$ cat src/nand_bpe_pkg.sv
// Constants shared by the busy, write-protect and ECC-enable logic.
// Assumes a 25 MHz core clock and an SPI link sampled by that clock.
`default_nettype none

package nand_bpe_pkg;

  // Instruction opcodes seen on the serial link.
  localparam logic [7:0] OP_GET_FEAT = 8'h0F;
  localparam logic [7:0] OP_SET_FEAT = 8'h1F;
  localparam logic [7:0] OP_READ_ID = 8'h9F;
  localparam logic [7:0] OP_PAGE_READ = 8'h13;
  localparam logic [7:0] OP_PROG_EXEC = 8'h10;
  localparam logic [7:0] OP_BLOCK_ERASE = 8'hD8;
  localparam logic [7:0] OP_DEV_RESET = 8'hFF;

  // Feature (status) register addresses.
  localparam logic [7:0] FEAT_PROT = 8'hA0;
  localparam logic [7:0] FEAT_CFG = 8'hB0;
  localparam logic [7:0] FEAT_STAT = 8'hC0;

  // Field positions inside the feature bytes.
  localparam int PROT_TB_POS = 2;
  localparam int PROT_BP_LSB = 3;
  localparam int CFG_ECC_POS = 4;
  localparam int STAT_BUSY_POS = 0;
  localparam int STAT_EFAIL_POS = 2;
  localparam int STAT_PFAIL_POS = 3;

  // Values after reset.
  localparam logic ECC_EN_RST = 1'b1;
  localparam logic TB_RST = 1'b0;
  localparam logic [3:0] BP_RST = 4'h0;

  // Correction strength of the array ECC engine, in bits per sector.
  localparam int ECC_MAX_CORRECT = 8;

  // Identification bytes; the values are arbitrary.
  localparam logic [7:0] ID_MAKER = 8'h5A;
  localparam logic [15:0] ID_DEVICE = 16'h1234;

  // Register bus byte offsets.
  localparam logic [7:0] REG_STATUS = 8'h00;
  localparam logic [7:0] REG_IRQ_STAT = 8'h04;
  localparam logic [7:0] REG_IRQ_MASK = 8'h08;

  // Interrupt bit positions.
  localparam int IRQ_DONE_POS = 0;
  localparam int IRQ_REJECT_POS = 1;
  localparam int IRQ_IGNORED_POS = 2;
  localparam int IRQ_W = 3;

  // Internal operation times and their cycle counts (rounded up).
  localparam int CLK_PERIOD_NS = 40;
  localparam int T_PWRUP_NS = 100000;
  localparam int T_READ_NS = 180000;
  localparam int T_PROG_NS = 450000;
  localparam int T_ERASE_NS = 3500000;
  localparam int PWRUP_CYC = (T_PWRUP_NS + CLK_PERIOD_NS - 1) / CLK_PERIOD_NS;
  localparam int READ_CYC = (T_READ_NS + CLK_PERIOD_NS - 1) / CLK_PERIOD_NS;
  localparam int PROG_CYC = (T_PROG_NS + CLK_PERIOD_NS - 1) / CLK_PERIOD_NS;
  localparam int ERASE_CYC = (T_ERASE_NS + CLK_PERIOD_NS - 1) / CLK_PERIOD_NS;
  localparam int BUSY_W = 17;

  typedef enum logic [1:0] {OPK_NONE, OPK_READ, OPK_PROG, OPK_ERASE} op_kind_e;

endpackage

`default_nettype wire

$ cat src/nand_protect_range.sv
// Decodes top/bottom select and block-protect level into a protected
// row range and tells whether a given row address falls inside it.
// Assumes row addresses of 16 bits, 64 pages to a block.
`timescale 1ns/1ns
`default_nettype none

module nand_protect_range (
  input wire logic top_bottom_select,
  input wire logic [3:0] block_protect_level,
  input wire logic [15:0] row,
  output logic hit
);

  logic [4:0] shift_amt;
  logic [15:0] range_mask;
  logic level_none;
  logic level_all;
  logic upper_hit;
  logic lower_hit;

  assign shift_amt = {1'b0, block_protect_level} + 5'h06;
  assign range_mask = 16'hFFFF << shift_amt;
  assign upper_hit = (row & range_mask) == range_mask;
  assign lower_hit = (row & range_mask) == 16'h0000;
  assign level_none = block_protect_level == 4'h0;
  assign level_all = block_protect_level[3] & (block_protect_level[2] | block_protect_level[1]);
  assign hit = ~level_none & (level_all | (top_bottom_select ? lower_hit : upper_hit));

endmodule

`default_nettype wire

$ cat src/nand_busy_protect_ecc_ctrl.sv
// Busy flag, array write protection and ECC enable of a serial NAND device.
// Assumes an SPI mode 0 host whose clock is far slower than CLOCK, and a
// register port master that never issues read and write together.
// Operation
// - busy reads one during power-up and page read, program or erase.
// - while busy, only read status and read identification are honoured.
// - busy clears to zero when the internal operation completes.
// - reserved status bits read as zero; writing them changes nothing.
// - protect level n covers 2^n blocks at top or bottom; zero protects none.
// - levels 1x1x and 11xx protect the whole array.
// - program or erase touching the protected range is discarded.
// - array ECC corrects up to eight bits per sector.
// - ECC enable bit follows the configuration register write.
// - ECC enable comes up set after power-up.
// - device reset command keeps ECC enable and configuration.
// - refused program or erase sets its failure flag.
//
// The implementer's own choices: the strobed register port and the register offsets.
`timescale 1ns/1ns
`default_nettype none

module nand_busy_protect_ecc_ctrl #(
  parameter int PWRUP_CYCLES = nand_bpe_pkg::PWRUP_CYC,
  parameter int READ_CYCLES = nand_bpe_pkg::READ_CYC,
  parameter int PROG_CYCLES = nand_bpe_pkg::PROG_CYC,
  parameter int ERASE_CYCLES = nand_bpe_pkg::ERASE_CYC
) (
  input wire logic CLOCK,
  input wire logic RST_N,
  input wire logic SCK,
  input wire logic CS_N,
  input wire logic MOSI,
  output logic MISO,
  output logic MISO_OE,
  input wire logic [7:0] REG_ADDR,
  input wire logic [31:0] REG_WDATA,
  input wire logic REG_WR,
  input wire logic REG_RD,
  output logic [31:0] REG_RDATA,
  output logic IRQ,
  output logic ECC_ENABLE,
  output logic OP_START,
  output logic [1:0] OP_KIND,
  output logic [15:0] OP_ROW,
  output logic OP_ECC
);

  // Synchronisers: stage 0 feeds stage 1 only; edges use stages 1 and 2.
  logic [2:0] sck_q;
  logic [2:0] cs_q;
  logic [1:0] mosi_q;

  always_ff @(posedge CLOCK) begin
    if (!RST_N) begin
      sck_q <= 3'h0;
      cs_q <= 3'h7;
      mosi_q <= 2'h0;
    end else begin
      sck_q <= {sck_q[1:0], SCK};
      cs_q <= {cs_q[1:0], CS_N};
      mosi_q <= {mosi_q[0], MOSI};
    end
  end

  logic sck_rise;
  logic sck_fall;
  logic cs_low;
  logic cs_start;
  assign sck_rise = sck_q[1] & ~sck_q[2];
  assign sck_fall = ~sck_q[1] & sck_q[2];
  assign cs_low = ~cs_q[1];
  assign cs_start = ~cs_q[1] & cs_q[2];

  // Frame and state registers.
  logic [2:0] bit_cnt_r;
  logic [2:0] byte_idx_r;
  logic [6:0] rx_sh_r;
  logic [7:0] opcode_r;
  logic [7:0] feat_addr_r;
  logic [7:0] row_hi_r;
  logic ign_r;
  logic [7:0] tx_sh_r;
  logic tx_en_r;
  logic [nand_bpe_pkg::BUSY_W-1:0] busy_cnt_r;
  nand_bpe_pkg::op_kind_e op_kind_r;
  logic ecc_en_r;
  logic tb_r;
  logic [3:0] bp_r;
  logic pfail_r;
  logic efail_r;
  logic [nand_bpe_pkg::IRQ_W-1:0] irq_stat_r;
  logic [nand_bpe_pkg::IRQ_W-1:0] irq_mask_r;
  logic [31:0] rdata_r;
  logic op_start_r;
  logic [15:0] op_row_r;

  logic busy;
  assign busy = busy_cnt_r != '0;

  function automatic logic [7:0] feat_value(input logic [7:0] addr, input logic bsy,
                                            input logic pf, input logic ef, input logic ecc,
                                            input logic tb, input logic [3:0] bp);
    logic [7:0] v;
    v = 8'h00;
    if (addr == nand_bpe_pkg::FEAT_PROT) begin
      v[nand_bpe_pkg::PROT_TB_POS] = tb;
      v[nand_bpe_pkg::PROT_BP_LSB +: 4] = bp;
    end else if (addr == nand_bpe_pkg::FEAT_CFG) begin
      v[nand_bpe_pkg::CFG_ECC_POS] = ecc;
    end else if (addr == nand_bpe_pkg::FEAT_STAT) begin
      // reserved status bits read as zero.
      v[nand_bpe_pkg::STAT_BUSY_POS] = bsy;
      v[nand_bpe_pkg::STAT_EFAIL_POS] = ef;
      v[nand_bpe_pkg::STAT_PFAIL_POS] = pf;
    end
    return v;
  endfunction

  // Byte assembly and decode.
  logic byte_done;
  logic [7:0] rx_byte;
  logic op_byte;
  logic busy_allowed;
  logic cmd_ignored_ev;
  logic dev_reset;
  logic row_cmd;
  logic row_exec;
  logic [15:0] row_addr;
  logic prog_req;
  logic erase_req;
  logic read_req;
  logic prot_hit;
  logic reject;
  logic start;
  logic set_feat_wr;
  logic [7:0] tx_load;
  logic tx_load_en;

  assign byte_done = sck_rise & cs_low & (bit_cnt_r == 3'h7);
  assign rx_byte = {rx_sh_r, mosi_q[1]};
  assign op_byte = byte_done & (byte_idx_r == 3'h0);
  assign busy_allowed = (rx_byte == nand_bpe_pkg::OP_GET_FEAT) |
                        (rx_byte == nand_bpe_pkg::OP_READ_ID);
  // instructions other than status and ID are dropped while busy.
  assign cmd_ignored_ev = op_byte & busy & ~busy_allowed;
  // the reset command touches only the failure flags.
  assign dev_reset = op_byte & ~busy & (rx_byte == nand_bpe_pkg::OP_DEV_RESET);

  assign row_cmd = (opcode_r == nand_bpe_pkg::OP_PAGE_READ) |
                   (opcode_r == nand_bpe_pkg::OP_PROG_EXEC) |
                   (opcode_r == nand_bpe_pkg::OP_BLOCK_ERASE);
  assign row_exec = byte_done & (byte_idx_r == 3'h3) & ~ign_r & row_cmd;
  assign row_addr = {row_hi_r, rx_byte};
  assign prog_req = row_exec & (opcode_r == nand_bpe_pkg::OP_PROG_EXEC);
  assign erase_req = row_exec & (opcode_r == nand_bpe_pkg::OP_BLOCK_ERASE);
  assign read_req = row_exec & (opcode_r == nand_bpe_pkg::OP_PAGE_READ);

  // compared against the protection bits as they stand now.
  nand_protect_range u_range (
    .top_bottom_select(tb_r),
    .block_protect_level(bp_r),
    .row(row_addr),
    .hit(prot_hit)
  );

  // protected program or erase never starts.
  assign reject = (prog_req | erase_req) & prot_hit;
  assign start = row_exec & ~reject;

  assign set_feat_wr = byte_done & (byte_idx_r == 3'h2) & ~ign_r &
                       (opcode_r == nand_bpe_pkg::OP_SET_FEAT);

  // Reply byte loaded when a byte completes; status reads repeat live values.
  logic [7:0] reply_addr;
  assign reply_addr = (byte_idx_r == 3'h1) ? rx_byte : feat_addr_r;
  assign tx_load_en = byte_done & ~ign_r & (byte_idx_r != 3'h0) &
                      ((opcode_r == nand_bpe_pkg::OP_GET_FEAT) |
                       (opcode_r == nand_bpe_pkg::OP_READ_ID));
  assign tx_load = (opcode_r == nand_bpe_pkg::OP_GET_FEAT) ?
                   feat_value(reply_addr, busy, pfail_r, efail_r, ecc_en_r, tb_r, bp_r) :
                   (byte_idx_r == 3'h1) ? nand_bpe_pkg::ID_MAKER :
                   (byte_idx_r == 3'h2) ? nand_bpe_pkg::ID_DEVICE[15:8] :
                   (byte_idx_r == 3'h3) ? nand_bpe_pkg::ID_DEVICE[7:0] : 8'h00;

  always_ff @(posedge CLOCK) begin
    if (!RST_N) begin
      bit_cnt_r <= 3'h0;
      byte_idx_r <= 3'h0;
      rx_sh_r <= 7'h00;
      opcode_r <= 8'h00;
      feat_addr_r <= 8'h00;
      row_hi_r <= 8'h00;
      ign_r <= 1'b0;
    end else if (cs_start) begin
      bit_cnt_r <= 3'h0;
      byte_idx_r <= 3'h0;
      ign_r <= 1'b0;
    end else if (sck_rise & cs_low) begin
      bit_cnt_r <= bit_cnt_r + 3'h1;
      rx_sh_r <= rx_byte[6:0];
      if (byte_done) begin
        if (byte_idx_r != 3'h7) begin
          byte_idx_r <= byte_idx_r + 3'h1;
        end
        if (byte_idx_r == 3'h0) begin
          opcode_r <= rx_byte;
          ign_r <= cmd_ignored_ev;
        end
        if (byte_idx_r == 3'h1) begin
          feat_addr_r <= rx_byte;
        end
        if (byte_idx_r == 3'h2) begin
          row_hi_r <= rx_byte;
        end
      end
    end
  end

  // Shift out on falling edges, except the one right after each byte completes, so the
  // first bit of each reply byte is held until the host samples it.
  always_ff @(posedge CLOCK) begin
    if (!RST_N) begin
      tx_sh_r <= 8'h00;
      tx_en_r <= 1'b0;
    end else if (cs_start) begin
      tx_sh_r <= 8'h00;
      tx_en_r <= 1'b0;
    end else if (tx_load_en) begin
      tx_sh_r <= tx_load;
      tx_en_r <= 1'b1;
    end else if (sck_fall & cs_low & (bit_cnt_r != 3'h0)) begin
      tx_sh_r <= {tx_sh_r[6:0], 1'b0};
    end
  end

  assign MISO = tx_sh_r[7];
  assign MISO_OE = tx_en_r & cs_low;

  // Busy timer; reset stands for power-up.
  logic [nand_bpe_pkg::BUSY_W-1:0] busy_load;
  assign busy_load = prog_req ? nand_bpe_pkg::BUSY_W'(PROG_CYCLES) :
                     erase_req ? nand_bpe_pkg::BUSY_W'(ERASE_CYCLES) :
                     nand_bpe_pkg::BUSY_W'(READ_CYCLES);

  always_ff @(posedge CLOCK) begin
    if (!RST_N) begin
      busy_cnt_r <= nand_bpe_pkg::BUSY_W'(PWRUP_CYCLES);
      op_kind_r <= nand_bpe_pkg::OPK_NONE;
    end else if (start) begin
      // busy while the array operation runs.
      busy_cnt_r <= busy_load;
      op_kind_r <= prog_req ? nand_bpe_pkg::OPK_PROG :
                   erase_req ? nand_bpe_pkg::OPK_ERASE : nand_bpe_pkg::OPK_READ;
    end else if (busy) begin
      busy_cnt_r <= busy_cnt_r - nand_bpe_pkg::BUSY_W'(1);
    end
  end

  logic done_ev;
  assign done_ev = busy_cnt_r == nand_bpe_pkg::BUSY_W'(1);

  // Feature registers. Writes to the status address are dropped whole.
  always_ff @(posedge CLOCK) begin
    if (!RST_N) begin
      ecc_en_r <= nand_bpe_pkg::ECC_EN_RST;
      tb_r <= nand_bpe_pkg::TB_RST;
      bp_r <= nand_bpe_pkg::BP_RST;
    end else if (set_feat_wr) begin
      // ECC enable follows bit 4 of the configuration byte.
      if (feat_addr_r == nand_bpe_pkg::FEAT_CFG) begin
        ecc_en_r <= rx_byte[nand_bpe_pkg::CFG_ECC_POS];
      end
      if (feat_addr_r == nand_bpe_pkg::FEAT_PROT) begin
        tb_r <= rx_byte[nand_bpe_pkg::PROT_TB_POS];
        bp_r <= rx_byte[nand_bpe_pkg::PROT_BP_LSB +: 4];
      end
    end
  end

  always_ff @(posedge CLOCK) begin
    if (!RST_N) begin
      pfail_r <= 1'b0;
      efail_r <= 1'b0;
    end else begin
      // refused program or erase raises its failure flag.
      if (prog_req) begin
        pfail_r <= reject;
      end else if (dev_reset) begin
        pfail_r <= 1'b0;
      end
      if (erase_req) begin
        efail_r <= reject;
      end else if (dev_reset) begin
        efail_r <= 1'b0;
      end
    end
  end

  // Array operation request towards the array and its ECC engine.
  always_ff @(posedge CLOCK) begin
    if (!RST_N) begin
      op_start_r <= 1'b0;
      op_row_r <= 16'h0000;
    end else begin
      op_start_r <= start;
      if (start) begin
        op_row_r <= row_addr;
      end
    end
  end

  assign OP_START = op_start_r;
  assign OP_ROW = op_row_r;
  assign OP_KIND = op_kind_r;
  // the array ECC engine corrects up to ECC_MAX_CORRECT bits when on.
  assign OP_ECC = ecc_en_r;
  assign ECC_ENABLE = ecc_en_r;

  // Register port. Interrupt status: set wins over write-one-to-clear.
  logic [nand_bpe_pkg::IRQ_W-1:0] irq_ev;
  logic [nand_bpe_pkg::IRQ_W-1:0] irq_clr;
  logic [31:0] status_word;
  logic [31:0] rdata_nxt;

  assign irq_ev = {cmd_ignored_ev, reject, done_ev};
  assign irq_clr = (REG_WR & (REG_ADDR == nand_bpe_pkg::REG_IRQ_STAT)) ?
                   REG_WDATA[nand_bpe_pkg::IRQ_W-1:0] : '0;
  assign status_word = {6'h00, OP_KIND,
                        feat_value(nand_bpe_pkg::FEAT_CFG, busy, pfail_r, efail_r,
                                   ecc_en_r, tb_r, bp_r),
                        feat_value(nand_bpe_pkg::FEAT_PROT, busy, pfail_r, efail_r,
                                   ecc_en_r, tb_r, bp_r),
                        feat_value(nand_bpe_pkg::FEAT_STAT, busy, pfail_r, efail_r,
                                   ecc_en_r, tb_r, bp_r)};
  assign rdata_nxt = !REG_RD ? 32'h0000_0000 :
                     (REG_ADDR == nand_bpe_pkg::REG_STATUS) ? status_word :
                     (REG_ADDR == nand_bpe_pkg::REG_IRQ_STAT) ? {29'h0, irq_stat_r} :
                     (REG_ADDR == nand_bpe_pkg::REG_IRQ_MASK) ? {29'h0, irq_mask_r} :
                     32'h0000_0000;

  always_ff @(posedge CLOCK) begin
    if (!RST_N) begin
      irq_stat_r <= '0;
      irq_mask_r <= '0;
      rdata_r <= 32'h0000_0000;
    end else begin
      irq_stat_r <= (irq_stat_r & ~irq_clr) | irq_ev;
      if (REG_WR & (REG_ADDR == nand_bpe_pkg::REG_IRQ_MASK)) begin
        irq_mask_r <= REG_WDATA[nand_bpe_pkg::IRQ_W-1:0];
      end
      rdata_r <= rdata_nxt;
    end
  end

  assign REG_RDATA = rdata_r;
  assign IRQ = |(irq_stat_r & irq_mask_r);

endmodule

`default_nettype wire

$ cat config.mk
export PLATFORM = sky130hd
export DESIGN_NAME = nand_busy_protect_ecc_ctrl
export DESIGN_NICKNAME = d
export VERILOG_FILES = /design/src/nand_bpe_pkg.sv /design/src/nand_protect_range.sv /design/src/nand_busy_protect_ecc_ctrl.sv
export SDC_FILE = /design/constraint.sdc
export NUM_CORES = 1
export LEC_CHECK = 0
export BUFFER_PORTS_ARGS = -buffer_cell sky130_fd_sc_hd__clkbuf_2
export CORE_ASPECT_RATIO = 0.9
export CORE_MARGIN = 2
export CORE_UTILIZATION = 45
export DETAILED_ROUTE_END_ITERATION = 16
export PLACE_DENSITY = 0.76
export SLEW_MARGIN = 40
export SYNTH_ARGS = -nofsm -noshare
export SYNTH_HDL_FRONTEND = slang
export SYNTH_SLANG_ARGS = --single-unit
$ cat constraint.sdc
create_clock -name CLOCK -period 2.9 [get_ports CLOCK]
set_input_delay 0.725 -clock CLOCK [delete_from_list [all_inputs] [get_ports CLOCK]]
set_output_delay 0.725 -clock CLOCK [all_outputs]
set_load 0.02 [all_outputs]
==> insert_results.sql, run 1 <==
INSERT INTO impl_metrics (metric_group, metric, value, unit) VALUES
('floorplan', 'die_h', '114', 'um'),
('power_and_ir_drop', 'leakage', '2.86', 'nW'),
('global_route', 'grt_first_pass_wirelength', '23500', 'um'),
('logic_synthesis', 'number_of_enable_type_register_cells_in_the_synthesized_netlist', '0', ''),
('logic_synthesis', 'synth_top_flop_cell', 'sky130_fd_sc_hd__dfxtp_1', ''),
('clock_tree', 'worstSkewPairLatency', '0.42', 'ns'),
('clock_tree', 'clk_pin_slew', '0.06', 'ns'),
('timing', 'worst_slew_pin_slew', '0.664', 'ns'),
('finish', 'final_common_cell', 'sky130_fd_sc_hd__dfxtp_1', ''),
('route', 'firstDrtPassIters', '5', ''),
('timing', 'fmaxAchievable', '0.356', 'GHz'),
('power_and_ir_drop', 'worst_ir_drop_vdd', '0.357', 'mV'),
('flow_run', 'max-cap-violations', '0', ''),
('finish', 'final_cell_mix', 'sky130_fd_sc_hd__dfxtp_1, sky130_fd_sc_hd__nor2_1, sky130_fd_sc_hd__nand2_1, sky130_fd_sc_hd__clkbuf_2, sky130_fd_sc_hd__mux2i_1', ''),
('clock_tree', 'cts_tree', 'built', ''),
('worst_setup_path', 'cpMostUsedCell', 'sky130_fd_sc_hd__ha_1', ''),
('floorplan', 'chipWidth', '126', 'um'),
('finish', 'n_antenna_cell', '0', ''),
('timing', 'final_period_minus_worst_setup_slack', '2.81', 'ns'),
('route', 'drt_first_iter_violations', '400', ''),
('logic_synthesis', 'synth_mux_area_share', '8.65', '%'),
('logic_synthesis', 'synth_adder_area_share', '3.32', '%'),
('clock_tree', 'root_buffer', 'sky130_fd_sc_hd__clkbuf_16', ''),
('worst_setup_path', 'crit_slowest_cell', 'sky130_fd_sc_hd__or4b_4', ''),
('logic_synthesis', 'mapped_cell_area', '6030', 'um^2'),
('global_route', 'globalRoute.totalOverflow', '0', ''),
('global_route', 'grt_pass1_vias', '4844', ''),
('clock_tree', 'number_of_buffers_added_by_the_clock_tree_synthesis_step', '17', ''),
('logic_synthesis', 'synth_area_per_cell', '8.48', 'um^2'),
('timing', 'finalCritPeriodShare', '96.9', '%'),
('logic_synthesis', 'complex_gate_fraction_of_the_synthesized_area', '14.4', '%'),
('clock_tree', 'postCtsHoldBufs', '0', ''),
('worst_setup_path', 'worst_path_required', '3.21', 'ns'),
('worst_setup_path', 'worst_path_largest_cell_delay', '0.50', 'ns'),
('route', 'vias_per_cell', '5.52', ''),
('clock_tree', 'cts_max_path_buffers', '2', ''),
('worst_setup_path', 'start_kind', 'flop', ''),
('worst_setup_path', 'critical_path.endpoint_type', 'flop', ''),
('place', 'detailed_place.area', '6530', 'um^2'),
('place', 'placed_wire_length_estimate_after_detailed_placement', '10200', 'um'),
('logic_synthesis', 'yosys.cell_types.count', '77', ''),
('global_route', 'total_routing_usage_gr', '20.3', '%'),
('place', 'io_buffer_count', '53', ''),
('logic_synthesis', 'cells_after_synth', '711', ''),
('power_and_ir_drop', 'power_per_cell_area', '542', 'nW/um^2'),
('finish', 'post_route_cells_drive_above_1_share', '21.6', '%'),
('floorplan', 'row_count', '40', ''),
('logic_synthesis', 'synth_top_family_by_area', 'simple AND/OR/NAND/NOR gates', ''),
('worst_setup_path', 'cp_data_arrival_time', '3.12', 'ns'),
('finish', 'final_nets', '848', ''),
('floorplan', 'fp.coreArea', '13200', 'um^2'),
('finish', 'layout.cell_area.non_filler', '7340', 'um^2'),
('floorplan', 'floorplan.die_area', '14300', 'um^2'),
('route', 'detail-route-antenna-nets', '0', ''),
('run_status', 'status', 'completed', ''),
('place', 'placer_congestion', '0.921', ''),
('finish', 'filler_cell_count', '1142', ''),
('route', 'routed_wirelength', '14700', 'um'),
('logic_synthesis', 'synth-xor-area-share', '2.18', '%'),
('timing', 'finalSetupViolations', '0', ''),
('worst_setup_path', 'critPathKind', 'flop to flop', ''),
('worst_setup_path', 'crit_chain', 'ha_1 -> ha_1 -> nor3b_4 -> or4b_4 -> o32ai_4 -> buf_6 -> o221ai_4 -> buf_4 -> clkbuf_16 -> a31o_1', ''),
('timing', 'slew_viol_final', '0', ''),
('route', 'drc', '0', ''),
('timing', 'slew-limit-headroom', '55.7', '%'),
('route', 'drt-wirelength-per-cell', '15.2', 'um'),
('worst_setup_path', 'crit_buf_inv', '3', ''),
('clock_tree', 'cts.htree.levels', '4', ''),
('logic_synthesis', 'fraction_of_the_mapped_netlist_area_in_simple_logic_gates', '25.0', '%'),
('worst_setup_path', 'cpLargestDelayFamily', 'simple AND/OR/NAND/NOR gates', ''),
('logic_synthesis', 'synth_async_sr_flop_share', '0', '%');
==> worst register-to-register path, stage by stage (launching register included) <==
cell	delay [ns]
sky130_fd_sc_hd__dfxtp_1	0.41
sky130_fd_sc_hd__ha_1	0.22
sky130_fd_sc_hd__ha_1	0.25
sky130_fd_sc_hd__nor3b_4	0.23
sky130_fd_sc_hd__or4b_4	0.50
sky130_fd_sc_hd__o32ai_4	0.29
sky130_fd_sc_hd__buf_6	0.20
sky130_fd_sc_hd__o221ai_4	0.11
sky130_fd_sc_hd__buf_4	0.16
sky130_fd_sc_hd__clkbuf_16	0.14
sky130_fd_sc_hd__a31o_1	0.19
==> sequential cells by signal, summed over array words and instances, names as in the netlist, 2 cells and up <==
register / count
OP_KIND: 2
OP_ROW: 16
REG_RDATA: 12
bit_cnt_r: 3
bp_r: 4
busy_cnt_r: 17
byte_idx_r: 3
cs_q: 3
feat_addr_r: 8
irq_mask_r: 3
irq_stat_r: 3
mosi_q: 2
opcode_r: 8
row_hi_r: 8
rx_sh_r: 7
sck_q: 3
tx_sh_r: 8
==> stage by stage <==
step                 TNS, ns  hold WS (ns)  util [%]  worst slack, ns  power (mW)
floorplan                  0         0.386         -           0.0961        1.82
global placement           0         0.389      49.4           0.0512        1.83
detailed placement         0         0.404      49.4           0.0100        1.84
CTS                        0         0.417      54.8          0.00309        4.00
global route        -0.00513         0.425      55.5         -0.00431        4.09
finish                     0         0.417      55.5           0.0890        3.98
==> power by group <==
part	internal, mW	total [mW]	switching, mW
Clock	1.42	2.17	0.752
Sequential	1.63	1.65	0.0202
Combinational	0.0569	0.163	0.106
Total	3.10	3.98	0.878
==> repair_timing <==
action	in CTS	in global routing
hold endpoints to repair	0	0
setup endpoints to repair	2	38
gates resized for setup	8	17
cloned	1	0
pin swaps	3	6
buffers inserted	3	5
==> kinds of logic after synthesis <==
kind of cell             count (synthesis)
AO/OA/AOI/OAI                          125
XOR/XNOR                                15
adder cells (fa/ha/maj)                 16
buffers and inverters                   88
flip-flops                             117
multiplexers                            52
other                                    1
AND/OR/NAND/NOR                        297
==> worst paths after layout <==
check	from	endpoint	slack, ns	cells past startpoint
hold reg to reg	cs_q[0]	cs_q[1]	0.42	1
hold / removal	cs_q[0]	cs_q[1]	0.42	1
setup reg to reg	byte_idx_r[0]	busy_cnt_r[11]	0.09	10
setup / recovery	byte_idx_r[0]	busy_cnt_r[11]	0.09	10
==> Yosys cell counts, drive strengths merged, types with 5 or more instances <==
master	number	area (um^2)
nor2b	9	58.8
ha	16	200
clkbuf	28	106
a21oi	45	225
nor2	86	328
and2	14	88.8
nand4	9	56.3
nor3b	7	57.6
mux2i	51	510
o211ai	8	60.1
a31oi	7	43.8
xor2	7	61.3
nor3	21	110
dfxtp	117	2340
a211oi	8	60.1
nand2b	8	57.6
inv	27	101
nand2	82	308
buf	33	241
xnor2	8	70.1
nor4	16	130
o21ai	15	75.1
a31o	5	43.8
nand3	17	90.1
or3	8	60.1
==> final cells by class <==
cell class | instances | area, um^2 | area share, %
well taps | 168 | 210 | 2.86
repair buffers | 97 | 646 | 8.80
clock inverters | 11 | 149 | 2.03
multi-input cells | 525 | 3420 | 46.6
flip-flops and latches | 117 | 2340 | 31.9
clock buffers | 20 | 467 | 6.36
inverters | 27 | 104 | 1.42
==> metal layers <==
metal  GRT usage, %  share of wire [%]  up-vias  wire length (um)
li1               -                  -     2613                 -
met1           25.5                 46     2516              6690
met2           33.9                 48      172              7020
met3           5.02                4.9       21               714
met4           7.55                1.6        0               241
met5              0                  0        -                 0
(Power assumes the default switching activity.)
==> run 2: changes to the inputs <==
- ABC_AREA: default -> 1
- PLACE_DENSITY: 0.76 -> 0.69
==> insert_results.sql, run 2 <==
INSERT INTO impl_metrics (metric_group, metric, value, unit) VALUES
('place', 'placed_wire_length_estimate_after_detailed_placement', '9890', 'um'),
('logic_synthesis', 'synth_sequential_area_ratio', '40.5', '%'),
('logic_synthesis', 'synth_largest_type_area_fraction', '40.5', '%'),
('clock_tree', 'cts.htree.levels', '4', ''),
('clock_tree', 'number_of_buffers_added_by_the_clock_tree_synthesis_step', '17', ''),
('worst_setup_path', 'critical_path_peak_fanout', '10', ''),
('worst_setup_path', 'critical_path.endpoint_type', 'flop', ''),
('clock_tree', 'root_buffer', 'sky130_fd_sc_hd__clkbuf_16', ''),
('place', 'io_buffer_count', '53', ''),
('logic_synthesis', 'synth_top_cells_by_area', 'sky130_fd_sc_hd__dfxtp_1, sky130_fd_sc_hd__nand2_1, sky130_fd_sc_hd__inv_1', ''),
('timing', 'fmaxAchievable', '0.382', 'GHz'),
('finish', 'final_nets', '926', ''),
('run_status', 'status', 'completed', ''),
('timing', 'finalSetupViolations', '0', ''),
('worst_setup_path', 'cp_data_arrival_time', '2.91', 'ns'),
('route', 'drt_first_iter_violations', '494', ''),
('clock_tree', 'cts_max_path_buffers', '2', ''),
('worst_setup_path', 'critPathKind', 'flop to flop', ''),
('worst_setup_path', 'worst_path_required', '3.19', 'ns'),
('floorplan', 'fp.coreArea', '12600', 'um^2'),
('logic_synthesis', 'synth_most_common_cell', 'sky130_fd_sc_hd__nand2_1', ''),
('place', 'pre_cts_ws', '0.231', 'ns'),
('finish', 'max_flop_register', 'busy_cnt_r', ''),
('route', 'vias_per_cell', '5.02', ''),
('worst_hold_path', 'timing.hold.worst.class', 'flop to flop', ''),
('route', 'drt-wirelength-per-cell', '13.4', 'um'),
('timing', 'finalCritPeriodShare', '90.3', '%'),
('clock_tree', 'clk_pin_slew', '0.06', 'ns'),
('floorplan', 'die_h', '112', 'um'),
('worst_setup_path', 'start_kind', 'flop', ''),
('timing', 'finalClockSkew', '0.0107', 'ns'),
('logic_synthesis', 'synth_async_sr_flop_share', '0', '%'),
('route', 'detail-route-antenna-nets', '0', ''),
('logic_synthesis', 'synthDominantAreaCellType', 'sky130_fd_sc_hd__dfxtp_1', ''),
('floorplan', 'row_count', '39', ''),
('finish', 'final_cell_mix', 'sky130_fd_sc_hd__nand2_1, sky130_fd_sc_hd__dfxtp_1, sky130_fd_sc_hd__inv_1, sky130_fd_sc_hd__nor2_1, sky130_fd_sc_hd__a21oi_1', ''),
('logic_synthesis', 'mapped_cell_area', '5790', 'um^2'),
('clock_tree', 'clkSinkCount', '117', ''),
('timing', 'slew_viol_final', '0', ''),
('place', 'detailed_place.area', '6120', 'um^2'),
('power_and_ir_drop', 'worst_ir_drop_vdd', '0.354', 'mV'),
('floorplan', 'initial_core_util', '45.8', '%'),
('route', 'dr_total_vias', '5223', ''),
('worst_hold_path', 'whs_path_depth', '2', ''),
('finish', 'syn_to_final_growth', '16.3', '%'),
('finish', 'final_common_cell', 'sky130_fd_sc_hd__nand2_1', ''),
('logic_synthesis', 'yosysWarningCount', '0', ''),
('route', 'drc', '0', ''),
('floorplan', 'floorplan.die_area', '13800', 'um^2'),
('timing', 'worst_slew_pin_slew', '0.822', 'ns'),
('timing', 'hold_viol', '0', ''),
('timing', 'finalHoldWorstSlack', '0.408', 'ns'),
('finish', 'largest_reg_flops', '17', ''),
('flow_run', 'max-cap-violations', '0', ''),
('finish', 'n_antenna_cell', '0', ''),
('worst_setup_path', 'r2r_cells', '17', ''),
('global_route', 'antenna_found_initial', '0', ''),
('global_route', 'pin_count_of_the_biggest_net_entering_global_routing', '41', ''),
('logic_synthesis', 'synth.top_cells.by_count', 'sky130_fd_sc_hd__nand2_1, sky130_fd_sc_hd__dfxtp_1, sky130_fd_sc_hd__inv_1', ''),
('global_route', 'globalRoute.totalOverflow', '0', ''),
('power_and_ir_drop', 'power_per_cell_area', '579', 'nW/um^2'),
('clock_tree', 'postCtsHoldBufs', '0', ''),
('timing', 'final_worst_setup_slack', '0.282', 'ns'),
('clock_tree', 'worstSkewPairLatency', '0.42', 'ns'),
('place', 'post-place-cells', '1006', ''),
('floorplan', 'ios', '103', ''),
('finish', 'finish.cell_count_without_fillers', '1040', ''),
('timing', 'finalSetupTns', '0', 'ns'),
('logic_synthesis', 'cells_after_synth', '801', ''),
('global_route', 'total_routing_usage_gr', '21.6', '%'),
('logic_synthesis', 'number_of_enable_type_register_cells_in_the_synthesized_netlist', '0', ''),
('timing', 'slew-limit-headroom', '44.3', '%'),
('timing', 'final_period_minus_worst_setup_slack', '2.62', 'ns'),
('logic_synthesis', 'synth_area_per_cell', '7.22', 'um^2'),
('global_route', 'grt_first_pass_wirelength', '23200', 'um'),
('logic_synthesis', 'yosys.cell_types.count', '44', ''),
('logic_synthesis', 'synth_top_flop_cell', 'sky130_fd_sc_hd__dfxtp_1', ''),
('finish', 'layout.cell_area.non_filler', '6730', 'um^2'),
('power_and_ir_drop', 'leakage', '3.04', 'nW'),
('place', 'placer_congestion', '0.919', ''),
('logic_synthesis', 'ys_ff_latch', '117', ''),
('timing', 'rsz0062_at_grt', 'no', ''),
('floorplan', 'chipWidth', '124', 'um'),
('finish', 'post_route_cells_drive_above_1_share', '14.0', '%'),
('clock_tree', 'cts_tree', 'built', ''),
('route', 'firstDrtPassIters', '5', ''),
('route', 'routed_wirelength', '14000', 'um'),
('global_route', 'grt_pass1_vias', '4713', '');
==> run 2: changes by cell type after synthesis, sizes merged, moves of 6 or more <==
cell    previous run  this run
a21oi             45        62
and2              14         1
clkbuf            28        11
inv               27       103
mux2i             51         0
nand2             82       177
nand2b             8         0
nand3             17        59
nor2b              9         0
nor3              21        12
nor3b              7         1
nor4              16         7
o21ai             15        63
or3                8         0
==> run 2: stage by stage <==
stage	util, %	power (mW)
after floorplan	-	1.81
after global placement	48.4	1.83
after global routing	53.3	4.04
final	53.3	3.90
after detailed placement	48.4	1.83
after CTS	53.1	3.93
==> run 2: worst max-delay path: stages (launching register included) <==
cell and delay (ns):
sky130_fd_sc_hd__dfxtp_1 0.31, sky130_fd_sc_hd__inv_1 0.17, sky130_fd_sc_hd__ha_1 0.18, sky130_fd_sc_hd__inv_1 0.05, sky130_fd_sc_hd__ha_1 0.37, sky130_fd_sc_hd__nand2_1 0.10, sky130_fd_sc_hd__nand2_1 0.07, sky130_fd_sc_hd__nand2_1 0.06
sky130_fd_sc_hd__nand2_1 0.06, sky130_fd_sc_hd__nand3_1 0.09, sky130_fd_sc_hd__nor3_2 0.16, sky130_fd_sc_hd__nand2_1 0.08, sky130_fd_sc_hd__nand3_2 0.12, sky130_fd_sc_hd__nand3_1 0.16, sky130_fd_sc_hd__nand2_4 0.18, sky130_fd_sc_hd__nand2_1 0.18
sky130_fd_sc_hd__nand2_1 0.11, sky130_fd_sc_hd__nor2_1 0.04
==> run 2: final timing paths <==
kind	from	endpoint	slack [ns]
hold / removal	sck_q[0]	sck_q[1]	0.41
setup / recovery	bp_r[1]	busy_cnt_r[3]	0.28
setup reg to reg	bp_r[1]	busy_cnt_r[3]	0.28
hold reg to reg	sck_q[0]	sck_q[1]	0.41
==> run 2: power breakdown <==
part	leakage [nW]	internal (mW)	total [mW]	switching [mW]
Clock	0.291	1.28	2.10	0.819
Combinational	1.81	0.0484	0.152	0.104
Sequential	0.945	1.63	1.64	0.0146
Total	3.04	2.96	3.90	0.937
==> run 2: area by class of cell <==
type | count | area (um^2)
inverters | 103 | 389
flip-flops and latches | 117 | 2340
fillers | 1243 | 5910
multi-input cells | 559 | 2850
clock inverters | 15 | 168
repair buffers | 65 | 355
well taps | 164 | 205
clock buffers | 17 | 425
==> run 2: cells by family after synthesis <==
logic type | count (synthesis) | synth area share [%]
AO/OA/AOI/OAI | 147 | 13.8
XOR/XNOR | 13 | 1.97
adder cells (fa/ha/maj) | 16 | 3.46
buffers and inverters | 144 | 11.7
flip-flops | 117 | 40.5
other | 1 | 0.0648
AND/OR/NAND/NOR | 363 | 28.5
==> run 2: what timing repair did <==
item                                    4_1_cts  5_1_grt
setup buffers                                 0        2
gates resized for setup                       0        2
endpoints found under the setup margin        0        6
==> run 2: routing by layer <==
metal	vias up	part of all wire, %	global-route usage (%)
met5	-	0	0
met4	0	0.91	5.98
met3	11	6.7	6.40
met2	162	44	32.6
met1	2351	48	30.0
li1	2699	-	-
